--- src/design/sccs_pkg.sv ---
// Constants and types for the system clock source control block
package sccs_pkg;

	// Register word indices; byte address is four times the index
	localparam logic [5:0] SCCS_IDX_XOSC   = 6'h0a;
	localparam logic [5:0] SCCS_IDX_CLKMD  = 6'h03;
	localparam logic [5:0] SCCS_IDX_STATUS = 6'h04;
	localparam int         SCCS_ADR_LO     = 2;
	localparam int         SCCS_ADR_HI     = 7;

	// Reset values
	localparam logic [7:0] SCCS_XOSC_RST  = 8'h00;
	localparam logic [7:0] SCCS_CLKMD_RST = 8'h34;

	// Field positions
	localparam int SCCS_XOSC_EN_BIT  = 7;
	localparam int SCCS_XOSC_DRV_HI  = 6;
	localparam int SCCS_XOSC_DRV_LO  = 5;
	localparam int SCCS_FAST_EN_BIT  = 4;
	localparam int SCCS_SLOW_EN_BIT  = 2;
	localparam int SCCS_MODE_SEL_HI  = 7;
	localparam int SCCS_MODE_SEL_LO  = 5;
	localparam int SCCS_MODE_DIV_BIT = 3;
	localparam int SCCS_ST_PARK_BIT  = 0;
	localparam int SCCS_ST_SRC_LO    = 1;
	localparam int SCCS_ST_SRC_HI    = 2;
	localparam int SCCS_ST_DIV_LO    = 3;
	localparam int SCCS_ST_DIV_HI    = 5;

	// Source selector codes in the clock mode byte
	localparam logic [2:0] SCCS_SEL_SLOW   = 3'h7;
	localparam logic [2:0] SCCS_SEL_XTAL   = 3'h5;
	localparam logic [2:0] SCCS_SEL_F2_8   = 3'h1;
	localparam logic [2:0] SCCS_SEL_F4_16  = 3'h0;
	localparam logic [2:0] SCCS_SEL_F32_64 = 3'h3;

	// Fast RC divider taps: divide by two to the (tap + 1)
	localparam logic [2:0] SCCS_DIV2  = 3'h0;
	localparam logic [2:0] SCCS_DIV4  = 3'h1;
	localparam logic [2:0] SCCS_DIV8  = 3'h2;
	localparam logic [2:0] SCCS_DIV16 = 3'h3;
	localparam logic [2:0] SCCS_DIV32 = 3'h4;
	localparam logic [2:0] SCCS_DIV64 = 3'h5;
	localparam int         SCCS_DIV_W = 6;

	// Oscillator input indices and oscillator count
	localparam int SCCS_OSC_XTAL = 0;
	localparam int SCCS_OSC_FAST = 1;
	localparam int SCCS_OSC_SLOW = 2;
	localparam int SCCS_OSC_N    = 3;

	typedef enum logic [1:0] {
		SCCS_SRC_FAST = 2'h0,
		SCCS_SRC_XTAL = 2'h1,
		SCCS_SRC_SLOW = 2'h2
	} sccs_src_t;

	typedef enum logic [1:0] {
		SCCS_ST_RUN  = 2'h1,
		SCCS_ST_PARK = 2'h2
	} sccs_state_t;

endpackage

--- src/design/sccs_top.sv ---
// System clock source control: crystal control, clock mode register and glitch-free mux
`timescale 1ns/100ps

////////////////////////////////////////////////////////////////////////////////
// Operation
// - Bit 7 of the crystal control register turns the crystal oscillator on when set and off when clear.
// - Bits 6:5 of the crystal control register set crystal drive: 01 low, 10 medium, 11 high.
// - The system clock comes from exactly one of crystal, divided fast RC or slow RC.
// - A clock mode write makes the new selection take effect at once with no further command.
// - A later write clearing clock mode bit 4 turns the fast RC off at once, which also stops the system clock while the fast RC is chosen.
// - A later write clearing clock mode bit 2 turns the slow RC off at once, even while the slow RC is chosen.
// - Clock mode 0xA6 or 0xB0 selects the crystal and 0xF4 selects the slow RC.
// - Clock mode 0x14 from fast RC divided by two moves straight to fast RC divided by four.
// - Clock mode 0xB4 selects the crystal while keeping the fast RC enabled.
// - Clock mode bit 4 enables the fast RC and bit 2 the slow RC, each on its own.
// - Both internal RC oscillators run after reset before any clock mode write.
module sccs_top
	import sccs_pkg::*;
(
	// Clock, reset, enable
	input  wire logic        CLK,
	input  wire logic        RESETN,
	input  wire logic        CE,
	// Wishbone slave
	input  wire logic        WB_CYC_I,
	input  wire logic        WB_STB_I,
	input  wire logic        WB_WE_I,
	input  wire logic [7:0]  WB_ADR_I,
	input  wire logic [3:0]  WB_SEL_I,
	input  wire logic [31:0] WB_DAT_I,
	output logic      [31:0] WB_DAT_O,
	output logic             WB_ACK_O,
	// Oscillator clocks from the analog side
	input  wire logic        CRYSTAL_OSCILLATOR_IN,
	input  wire logic        FAST_INTERNAL_RC_IN,
	input  wire logic        SLOW_INTERNAL_RC_IN,
	// Oscillator controls
	output logic             CRYSTAL_OSCILLATOR_EN,
	output logic      [1:0]  CRYSTAL_DRIVE,
	output logic             FAST_INTERNAL_RC_EN,
	output logic             SLOW_INTERNAL_RC_EN,
	// System clock
	output logic             SYS_CLK_OUT,
	output logic             CLK_SWITCHING
);

	logic [7:0]            crystal_osc_control;
	logic [7:0]            clock_mode;
	logic [SCCS_OSC_N-1:0] sync1;
	logic [SCCS_OSC_N-1:0] sync2;
	logic                  fast_prev;
	logic [SCCS_DIV_W-1:0] div_cnt;
	logic [4:0]            pend_code;
	sccs_src_t             pend_src;
	logic [2:0]            pend_div;
	sccs_src_t             act_src;
	logic [2:0]            act_div;
	sccs_state_t           state;
	logic                  bus_req;
	logic                  bus_wr;
	logic [5:0]            bus_idx;
	logic                  new_level;
	logic [31:0]           next_rdata;

	// Selector byte to source and divider tap
	function automatic logic [4:0] decode_mode(input logic [7:0] m);
		logic [2:0] sel;
		logic       hi;
		sel = m[SCCS_MODE_SEL_HI:SCCS_MODE_SEL_LO];
		hi  = m[SCCS_MODE_DIV_BIT];
		case (sel)
			SCCS_SEL_SLOW:   decode_mode = {SCCS_SRC_SLOW, SCCS_DIV2};
			SCCS_SEL_XTAL:   decode_mode = {SCCS_SRC_XTAL, SCCS_DIV2};
			SCCS_SEL_F2_8:   decode_mode = {SCCS_SRC_FAST, hi ? SCCS_DIV8 : SCCS_DIV2};
			SCCS_SEL_F4_16:  decode_mode = {SCCS_SRC_FAST, hi ? SCCS_DIV16 : SCCS_DIV4};
			SCCS_SEL_F32_64: decode_mode = {SCCS_SRC_FAST, hi ? SCCS_DIV32 : SCCS_DIV64};
			// Unlisted selectors fall back to the always-safe slow RC
			default:         decode_mode = {SCCS_SRC_SLOW, SCCS_DIV2};
		endcase
	endfunction

	// Level of a candidate source
	function automatic logic src_level(input sccs_src_t s, input logic [2:0] d,
		input logic [SCCS_OSC_N-1:0] osc, input logic [SCCS_DIV_W-1:0] cnt);
		case (s)
			SCCS_SRC_XTAL: src_level = osc[SCCS_OSC_XTAL];
			SCCS_SRC_SLOW: src_level = osc[SCCS_OSC_SLOW];
			default:       src_level = cnt[d];
		endcase
	endfunction

	////////////////////////////////////////////////////////////////////////////////
	// Wishbone slave: one wait state, ack for one cycle

	assign bus_req = WB_CYC_I && WB_STB_I && !WB_ACK_O;
	assign bus_wr  = bus_req && WB_WE_I && WB_SEL_I[0];
	assign bus_idx = WB_ADR_I[SCCS_ADR_HI:SCCS_ADR_LO];

	always_ff @(posedge CLK) begin
		if (!RESETN) begin
			WB_ACK_O <= 1'b0;
		end else if (CE) begin
			WB_ACK_O <= bus_req;
		end
	end

	always_comb begin
		next_rdata = 32'h0;
		case (bus_idx)
			SCCS_IDX_XOSC:   next_rdata[7:0] = crystal_osc_control;
			SCCS_IDX_CLKMD:  next_rdata[7:0] = clock_mode;
			SCCS_IDX_STATUS: begin
				next_rdata[SCCS_ST_PARK_BIT]              = (state == SCCS_ST_PARK);
				next_rdata[SCCS_ST_SRC_HI:SCCS_ST_SRC_LO] = act_src;
				next_rdata[SCCS_ST_DIV_HI:SCCS_ST_DIV_LO] = act_div;
			end
			default:         next_rdata = 32'h0;
		endcase
	end

	always_ff @(posedge CLK) begin
		if (!RESETN) begin
			WB_DAT_O <= 32'h0;
		end else if (CE && bus_req) begin
			WB_DAT_O <= next_rdata;
		end
	end

	////////////////////////////////////////////////////////////////////////////////
	// Registers

	always_ff @(posedge CLK) begin
		if (!RESETN) begin
			crystal_osc_control <= SCCS_XOSC_RST;
		end else if (CE && bus_wr && bus_idx == SCCS_IDX_XOSC) begin
			crystal_osc_control <= WB_DAT_I[7:0];
		end
	end

	// Reset value keeps both RC oscillators on
	always_ff @(posedge CLK) begin
		if (!RESETN) begin
			clock_mode <= SCCS_CLKMD_RST;
		end else if (CE && bus_wr && bus_idx == SCCS_IDX_CLKMD) begin
			clock_mode <= WB_DAT_I[7:0];
		end
	end

	assign CRYSTAL_OSCILLATOR_EN = crystal_osc_control[SCCS_XOSC_EN_BIT];
	assign CRYSTAL_DRIVE         = crystal_osc_control[SCCS_XOSC_DRV_HI:SCCS_XOSC_DRV_LO];
	assign FAST_INTERNAL_RC_EN   = clock_mode[SCCS_FAST_EN_BIT];
	assign SLOW_INTERNAL_RC_EN   = clock_mode[SCCS_SLOW_EN_BIT];
	assign pend_code             = decode_mode(clock_mode);
	assign pend_src              = sccs_src_t'(pend_code[4:3]);
	assign pend_div              = pend_code[2:0];

	////////////////////////////////////////////////////////////////////////////////
	// Oscillator synchronisers and fast RC divider

	generate
		for (genvar i = 0; i < SCCS_OSC_N; i++) begin : g_sync
			always_ff @(posedge CLK) begin
				if (!RESETN) begin
					sync1[i] <= 1'b0;
					sync2[i] <= 1'b0;
				end else if (CE) begin
					sync1[i] <= (i == SCCS_OSC_XTAL) ? CRYSTAL_OSCILLATOR_IN :
						(i == SCCS_OSC_FAST) ? FAST_INTERNAL_RC_IN : SLOW_INTERNAL_RC_IN;
					sync2[i] <= sync1[i];
				end
			end
		end
	endgenerate

	always_ff @(posedge CLK) begin
		if (!RESETN) begin
			fast_prev <= 1'b0;
			div_cnt   <= '0;
		end else if (CE) begin
			fast_prev <= sync2[SCCS_OSC_FAST];
			if (sync2[SCCS_OSC_FAST] && !fast_prev) begin
				div_cnt <= div_cnt + 1'b1;
			end
		end
	end

	////////////////////////////////////////////////////////////////////////////////
	// Glitch-free mux: leave the old source only when low, rejoin the new one only when low

	assign new_level = src_level(act_src, act_div, sync2, div_cnt);

	always_ff @(posedge CLK) begin
		if (!RESETN) begin
			state       <= SCCS_ST_RUN;
			act_src     <= SCCS_SRC_FAST;
			act_div     <= SCCS_DIV2;
			SYS_CLK_OUT <= 1'b0;
		end else if (CE) begin
			case (state)
				SCCS_ST_RUN: begin
					if ({pend_src, pend_div} != {act_src, act_div} && !SYS_CLK_OUT) begin
						state       <= SCCS_ST_PARK;
						act_src     <= pend_src;
						act_div     <= pend_div;
						SYS_CLK_OUT <= 1'b0;
					end else begin
						SYS_CLK_OUT <= new_level;
					end
				end
				SCCS_ST_PARK: begin
					// A new source stuck high parks here forever, the hang software must avoid
					SYS_CLK_OUT <= 1'b0;
					if (!new_level) begin
						state <= SCCS_ST_RUN;
					end
				end
				default: begin
					state       <= SCCS_ST_RUN;
					SYS_CLK_OUT <= 1'b0;
				end
			endcase
		end
	end

	always_ff @(posedge CLK) begin
		if (!RESETN) begin
			CLK_SWITCHING <= 1'b0;
		end else if (CE) begin
			CLK_SWITCHING <= ({pend_src, pend_div} != {act_src, act_div}) || state == SCCS_ST_PARK;
		end
	end
endmodule

--- config.mk ---
export PLATFORM = sky130hd
export DESIGN_NAME = sccs_top
export DESIGN_NICKNAME = d
export VERILOG_FILES = /design/src/design/sccs_pkg.sv /design/src/design/sccs_top.sv
export SDC_FILE = /design/constraint.sdc
export NUM_CORES = 1
export LEC_CHECK = 0
export BUFFER_PORTS_ARGS = -buffer_cell sky130_fd_sc_hd__buf_2
export CAP_MARGIN = 10
export CORE_ASPECT_RATIO = 0.7
export CORE_MARGIN = 2
export CORE_UTILIZATION = 38
export CTS_CLUSTER_DIAMETER = 150
export DETAILED_ROUTE_END_ITERATION = 8
export GPL_TIMING_DRIVEN = 0
export PLACE_DENSITY = 0.68
export SYNTH_ARGS = -nofsm -noshare
export SYNTH_HDL_FRONTEND = slang
export SYNTH_SLANG_ARGS = --single-unit
--- constraint.sdc ---
create_clock -name CLK -period 1.9 [get_ports CLK]
set_input_delay 0.19 -clock CLK [delete_from_list [all_inputs] [get_ports CLK]]
set_output_delay 0.19 -clock CLK [all_outputs]
set_load 0.01 [all_outputs]
# Yosys cells after proc, flatten, opt, wreduce, memory -nomap -nowiden
# Cells that the tools add are included.
# totals
wordCells,64
inputBits,53
register_bits,47
n_memories,0
romBits,0
mem_bits_rw,0
output_inout_bits,40
latch_bits,0
# classes
magnitude_cmp,1
eq_ne,13
n_bitwise,0
add_sub_neg,1
muxes,14
reduce_logical,18
div_mod_pow,0
n_shift,0
multipliers,0
# ops
op,count
5-bit one-hot mux with 4 select lines,1
6-bit one-hot mux with 3 select lines,1
1-bit logical AND,10
2-bit 2-to-1 mux,4
2-bit one-hot mux with 2 select lines,2
6-bit by 1-bit adder with 6-bit output (second input constant),1
6-bit by 2-bit == test with 1-bit output (second input constant),1
6-bit by 3-bit == test with 1-bit output (second input constant),1
6-bit by 4-bit == test with 1-bit output (second input constant),1
3-bit AND reduction,2
5-bit inequality test,1
2-bit by 1-bit == test with 1-bit output (second input constant),2
2-bit == test (second input constant),2
3-bit by 4-bit less-than comparator with 1-bit output (second input constant),1
1-bit 2-to-1 mux,4
2-bit inequality test (second input constant),2
1-bit binary-select mux with 3-bit select,1
3-bit by 1-bit == test with 1-bit output (second input constant),1
3-bit by 2-bit == test with 1-bit output (second input constant),1
3-bit == test (second input constant),1
1-bit logical NOT,3
3-bit logical NOT,1
1-bit one-hot mux with 2 select lines,1
2-bit AND reduction,1
1-bit logical OR,1

# Depth between registers and ports, before layout
# Gate-level depths: netlist (run 1).
# depth
word_depth,6
depth_mapped,7

# Worst setup path before layout (run 1)
# Ideal clock, no wire load.
# synth_path
path_type,register to register
startpoint,register clock_mode[6]
endpoint,register act_div[1]
n_path_buf,1
path_slack_ns,-0.002
setup_ns,0.127
period_less_slack_ns,1.902
t_arrival_ns,1.775
path_stages_with_launch,7
path_cell_list,dfxtp_1 buf_6 nand2_4 a2111o_1 a311oi_4 nor2_2 or3_1
# synth_via
elab_chain_len,5
word_cells_on_any_way,8
# synth_lines
item,line_no,rtl
start: declaration,sccs_top.sv:48,logic [7:0] clock_mode;
start signal: assignment,sccs_top.sv:145,clock_mode <= WB_DAT_I[7:0];
"3-bit by 2-bit == test with 1-bit output, or another cell as far along",sccs_top.sv:71,case (sel)
5-bit one-hot mux with 4 select lines (*),sccs_top.sv:71,
5-bit inequality test,sccs_top.sv:201,"if ({pend_src, pend_div} != {act_src, act_div} && !SYS_CLK_OUT) begin"
1-bit logical AND,sccs_top.sv:201,
3-bit AND reduction (no line),n/a,
end signal: assignment,sccs_top.sv:204,act_div <= pend_div;
end: declaration,sccs_top.sv:57,logic [2:0] act_div;
# Every way passes the cells marked *; elsewhere a longest branch is shown, timed or not.
# A chain may end at the register's enable or synchronous reset.

# Worst setup path in the final report (run 1)
# Same ends and word-level chain as after synthesis.

==> results.yml, run 1 <==
outcome:
  outcome: "finished, violations left"
  violations: "negative setup slack"
placed_design:
  place.gp.congestion: 0.842
  dp_hpwl_mm: 4.34
  io_buffers: 38
  detailedPlace.worstSlack_ns: -0.160
sta:
  drv_slew: 0
  tightest_slew_ns: 0.698
  fmax_ghz: 0.518
  setup_viol: 1
  final_hold_viol_count: 0
  whs_ns: 0.116
  period_needed_ns: 1.93
  fin_ws_ns: -0.0297
  fin_crit_sh: 1.02
  finClkSkew_ns: 0.0115
  slew_headroom: 0.530
  tns_ns: -0.0297
  grt_setup_unrepaired: "yes"
cts:
  numCtsBuffers: 5
  hold_buffers: 0
  path_clk_slew_ns: 0.09
  clkLatencyLatePin_ns: 0.30
  cts_sinks: 47
  cts_root_buf: "clkbuf_8"
  h-tree-depth: 2
  clk_path_buf_depth: 2
  cts_tree: "done"
yosys:
  async_reset_ff_frac: 0
  ys_warn_count: 0
  synth_area_leaders: "dfxtp_1 (38%), mux2i_1 (11%), buf_4 (8.3%)"
  synthFlopType: "dfxtp_1"
  synth_top_area_share: 0.383
  synth_area_mm2: 0.00246
  synth_common_cells: "dfxtp_1 (47), nor2_1 (44), mux2i_1 (28)"
  syn_avg_cell_area_um2: 9.13
  ys_seq_elements: 47
  ys_seq_area_frac: 0.383
  synth-edff-count: 0
  synth.distinct_cells: 49
  syn_inst: 269
  yosys.area.top_type: "dfxtp_1"
  synth.most_common_cell: "dfxtp_1"
setup_path:
  crit_start: "clock_mode[6]"
  rr_startpoint: "clock_mode[6]"
  r2r_end: "act_div[1]"
  cp_max_fo: 6
  crit_path_start_kind: "register"
  path_class: "register to register"
  cp-end-kind: "register"
  r2r_slack_ns: -0.03
  cp.required_ns: 2.08
  cp_data_arrival_time_ns: 2.11
  worstRegToRegCells: 6
  endpoint: "act_div[1]"
detailed_routing:
  postRouteWirelength_mm: 5.88
  ant_nets: 0
  drc: 0
  avgRoutedWirePerCell_um: 13.9
  drt-pass1-iter-count: 5
  viasPerCell: 4.94
  dr_total_vias: 2089
  drtIter0Drc: 91
layout:
  layout.nets: 400
  diodes: 0
  synthToLayoutAreaGrowth_pct: 24.2
  final_layout_size_suffix_gt1_frac: 0.284
  nFillCells: 609
min_path:
  hold_class: "input port to register"
global_route:
  grt_overflow_total: 0
  met3_usage: 0.0439
  grt.busiest_layer: "met2"
  grt_use_met2: 0.250
  antenna_found_initial: 0
  grt_pass1_vias: 1876
  grt_usage: 0.169
  grt_first_pass_wirelength_mm: 9.27
  grt_max_degree: 16
  met1_usage: 0.240
floorplanning:
  die_x_um: 100
  io_pins: 93
  core-area_mm2: 0.00625
  fp.dieH_um: 71.3
  die-area_mm2: 0.00713
  fp-row-count: 24
  start_util: 0.393
run:
  drv_cap: 0
power:
  p_leak_nw: 1.31
  powerDensity_mw_per_mm2: 671
  vdd_drop_max_mv: 0.266
==> stage by stage <==
stage               cell area [um2]  std cells   util  power (W)
finish                         3050        423  0.488    0.00205
detailed placement             2830        408  0.453    0.00120
floorplan                      2540        292      -    0.00114
CTS                            3030        423  0.485    0.00206
global route                   3050        423  0.488    0.00213
global placement               2830        408  0.453    0.00120
==> cell families (layout without fill, tap and decap cells) <==
family | count (synthesis) | after routing | synth area share
buf+inv | 52 | 105 | 0.128
flops | 47 | 47 | 0.383
compound gates | 41 | 41 | 0.142
other cells | 1 | 24 | 0.00153
mux | 28 | 28 | 0.114
fa+ha+maj | 3 | 3 | 0.0153
xor+xnor | 5 | 5 | 0.0178
simple gates | 92 | 92 | 0.198
==> placed cells by master (no fill, tap or decap), types with 3 or more instances in the layout <==
cell type  count
nor2_1        44
dfxtp_1       43
buf_2         41
buf_4         32
mux2i_1       28
conb_1        24
clkbuf_1      10
inv_1          8
nand2_1        7
a2bb2oi_1      7
nand4_1        6
a222oi_1       6
clkbuf_8       5
buf_6          4
o21ai_0        4
and3_1         4
and4_1         4
dfxtp_2        4
and3b_1        3
o211ai_1       3
nor3_1         3
xnor2_1        3
o32a_1         3
nand3_1        3
ha_1           3
==> state kept, by name, indices dropped and copies added (netlist names), 2 cells and up <==
signal	count
crystal_osc_control	8
act_src	2
div_cnt	6
sync2	3
WB_DAT_O	8
act_div	3
state	2
clock_mode	8
sync1	3
==> worst min-delay path by stage <==
stage | start | endpoint | slack, ns | cells past startpoint
5_1_grt | WB_DAT_I[2] | clock_mode[2] | 0.14 | 3
6_report | WB_DAT_I[4] | clock_mode[4] | 0.12 | 3
3_5_place_dp | WB_DAT_I[4] | clock_mode[4] | 0.43 | 3
2_1_floorplan | WB_DAT_I[5] | clock_mode[5] | 0.32 | 2
3_3_place_gp | WB_DAT_I[2] | clock_mode[2] | 0.42 | 3
4_1_cts | WB_DAT_I[4] | clock_mode[4] | 0.11 | 3
==> per-layer routing <==
layer	wire length, um	vias to the layer above
met2	2490	66
li1	-	1062
met5	0	-
met4	74	0
met1	2890	953
met3	418	8
==> critical path, stage by stage (launching register included) <==
cell	delay, ns
dfxtp_2	0.33
buf_6	0.12
or3_4	0.40
and3_4	0.20
a311oi_4	0.35
nor2_2	0.05
or3_1	0.35
==> layout make-up <==
class                      instances  area, um2  share of cell area
multi-input combinational        193       1310               0.428
timing repair buffer              45        250              0.0820
inverter                           8       30.0             0.00984
clock inverter                     3       67.6              0.0221
clock buffer                       5       68.8              0.0226
buffer                            44        285              0.0935
sequential                        47        946               0.310
tap                               78       97.6              0.0320
==> power breakdown <==
group | switching, W | internal, W
combinational | 0.0000969 | 0.0000783
clock | 0.000344 | 0.000524
sequential | 0.00000725 | 0.000996
==> what timing repair did <==
item,4_1_cts,5_1_grt
resized for setup,5,7
pin swaps,7,4
setup endpoints to repair,5,8
setup buffers,7,0
Note: power is estimated with default switching activity, not from simulation.
==> run 2: changes to the inputs <==
PLACE_DENSITY = 0.65   (was 0.68)
SKIP_CTS_REPAIR_TIMING = 1   (was not set)
clock period = 2.1 ns   (was 1.9 ns; I/O delays follow)
==> results.yml, run 2 (synthesized netlist as in run 1, its figures left out) <==
setup_path:
  cp_data_arrival_time_ns: 2.21
  cp.required_ns: 2.28
  slowest_delay_ns: 0.42
  worst-path-buf-inv: 1
  path_class: "register to register"
  slowest_stage: "or3_1"
  crit_path_start_kind: "register"
  crit_chain: "buf_6 -> or3_1 -> and3_4 -> a311oi_4 -> nor2_2 -> or3_1"
  cp_max_fo: 10
  cp-end-kind: "register"
  critPathTopFamily: "simple AND/OR/NAND/NOR gates"
  cpMostUsedCell: "or3_1"
power:
  p_leak_nw: 1.26
  vdd_drop_max_mv: 0.252
  finalPower_w: 0.00171
  powerDensity_mw_per_mm2: 579
floorplanning:
  die_x_um: 100
  fp-row-count: 24
  core-area_mm2: 0.00625
  io_pins: 93
  fp.dieH_um: 71.3
  start_util: 0.393
  die-area_mm2: 0.00713
detailed_routing:
  avgRoutedWirePerCell_um: 13.6
  met2_length_mm: 2.32
  ant_nets: 0
  dr_total_vias: 2102
  dr.max_layer_used: "met4"
  drtIter0Drc: 115
  drc: 0
  viasPerCell: 5.04
  drt-pass1-iter-count: 4
  drt-met1-wl_mm: 2.83
  dr_wl_met3_um: 459
  postRouteWirelength_mm: 5.67
sta:
  final_hold_viol_count: 0
  drv_slew: 0
  period_needed_ns: 2.02
  fin_crit_sh: 0.964
  fmax_ghz: 0.494
  slew_headroom: 0.520
  finClkSkew_ns: 0.00783
  grt_setup_unrepaired: "no"
  tns_ns: 0
  setup_viol: 0
  fin_ws_ns: 0.0762
  tightest_slew_ns: 0.713
min_path:
  hold_class: "input port to register"
outcome:
  outcome: "finished clean"
cts:
  cts_sinks: 47
  numCtsBuffers: 5
  cts_root_buf: "clkbuf_8"
  path_clk_slew_ns: 0.09
  h-tree-depth: 2
  cts_tree: "done"
  clk_path_buf_depth: 2
  clkLatencyLatePin_ns: 0.30
global_route:
  grt_usage: 0.162
  antenna_found_initial: 0
  grt_pass1_vias: 1818
  grt_overflow_total: 0
  grt_max_degree: 14
  grt_first_pass_wirelength_mm: 8.98
placed_design:
  place.gp.congestion: 0.823
  io_buffers: 38
  dp_hpwl_mm: 4.20
  detailedPlace.worstSlack_ns: 0.0233
layout:
  nFillCells: 613
  layout.nets: 395
  mostFrequentLayoutCells: "dfxtp_1 (47), nor2_1 (44), buf_2 (41), buf_4 (28), mux2i_1 (28)"
  diodes: 0
  reg_top3: "WB_DAT_O (8), clock_mode (8), crystal_osc_control (8)"
  synthToLayoutAreaGrowth_pct: 20.5
  final_layout_size_suffix_gt1_frac: 0.248
  layout_commonest_cell: "dfxtp_1"
run:
  drv_cap: 0
## run 2: layout make-up
type	instances	area (um2)	share of cell area
Buffer	44	285	0.0964
Clock buffer	6	72.6	0.0245
Clock inverter	1	30.0	0.0101
Inverter	8	30.0	0.0101
Multi-Input combinational cell	194	1310	0.441
Sequential cell	47	941	0.318
Tap cell	78	97.6	0.0330
Timing Repair Buffer	39	198	0.0668
## run 2: worst register-to-register path: stages (launching register included)
cell	delay, ns
dfxtp_1	0.33
buf_6	0.13
or3_1	0.43
and3_4	0.23
a311oi_4	0.37
nor2_2	0.07
or3_1	0.36
## run 2: metal layers
| layer | global-route usage | vias up |
|---|---|---|
| met4 | 0.0533 | 0 |
| li1 | - | 1056 |
| met3 | 0.0380 | 7 |
| met1 | 0.243 | 960 |
| met5 | 0 | - |
| met2 | 0.228 | 79 |
## run 2: final timing paths
kind	from	end	slack (ns)	cells after the start
setup reg to reg	clock_mode[5]	act_div[1]	0.08	6
hold reg to reg	WB_DAT_O[2]	WB_DAT_O[2]	0.49	2
hold / removal	WB_DAT_I[2]	clock_mode[2]	0.13	3
setup / recovery	clock_mode[5]	act_div[1]	0.08	6
## run 2: power by group
part	internal, W	switching, W	total (W)
clock network	0.000349	0.000299	0.000648
logic	0.0000707	0.0000866	0.000157
registers	0.000901	0.00000626	0.000908
total	0.00132	0.000391	0.00171
## run 2: metrics by stage
stage / util / hold WS (ns) / instances / instance area, um2
after floorplan: - / 0.338 / 292 / 2540
after global placement: 0.453 / 0.441 / 408 / 2830
after detailed placement: 0.453 / 0.451 / 408 / 2830
after CTS: 0.470 / 0.129 / 415 / 2930
after global routing: 0.474 / 0.155 / 417 / 2960
final: 0.474 / 0.133 / 417 / 2960
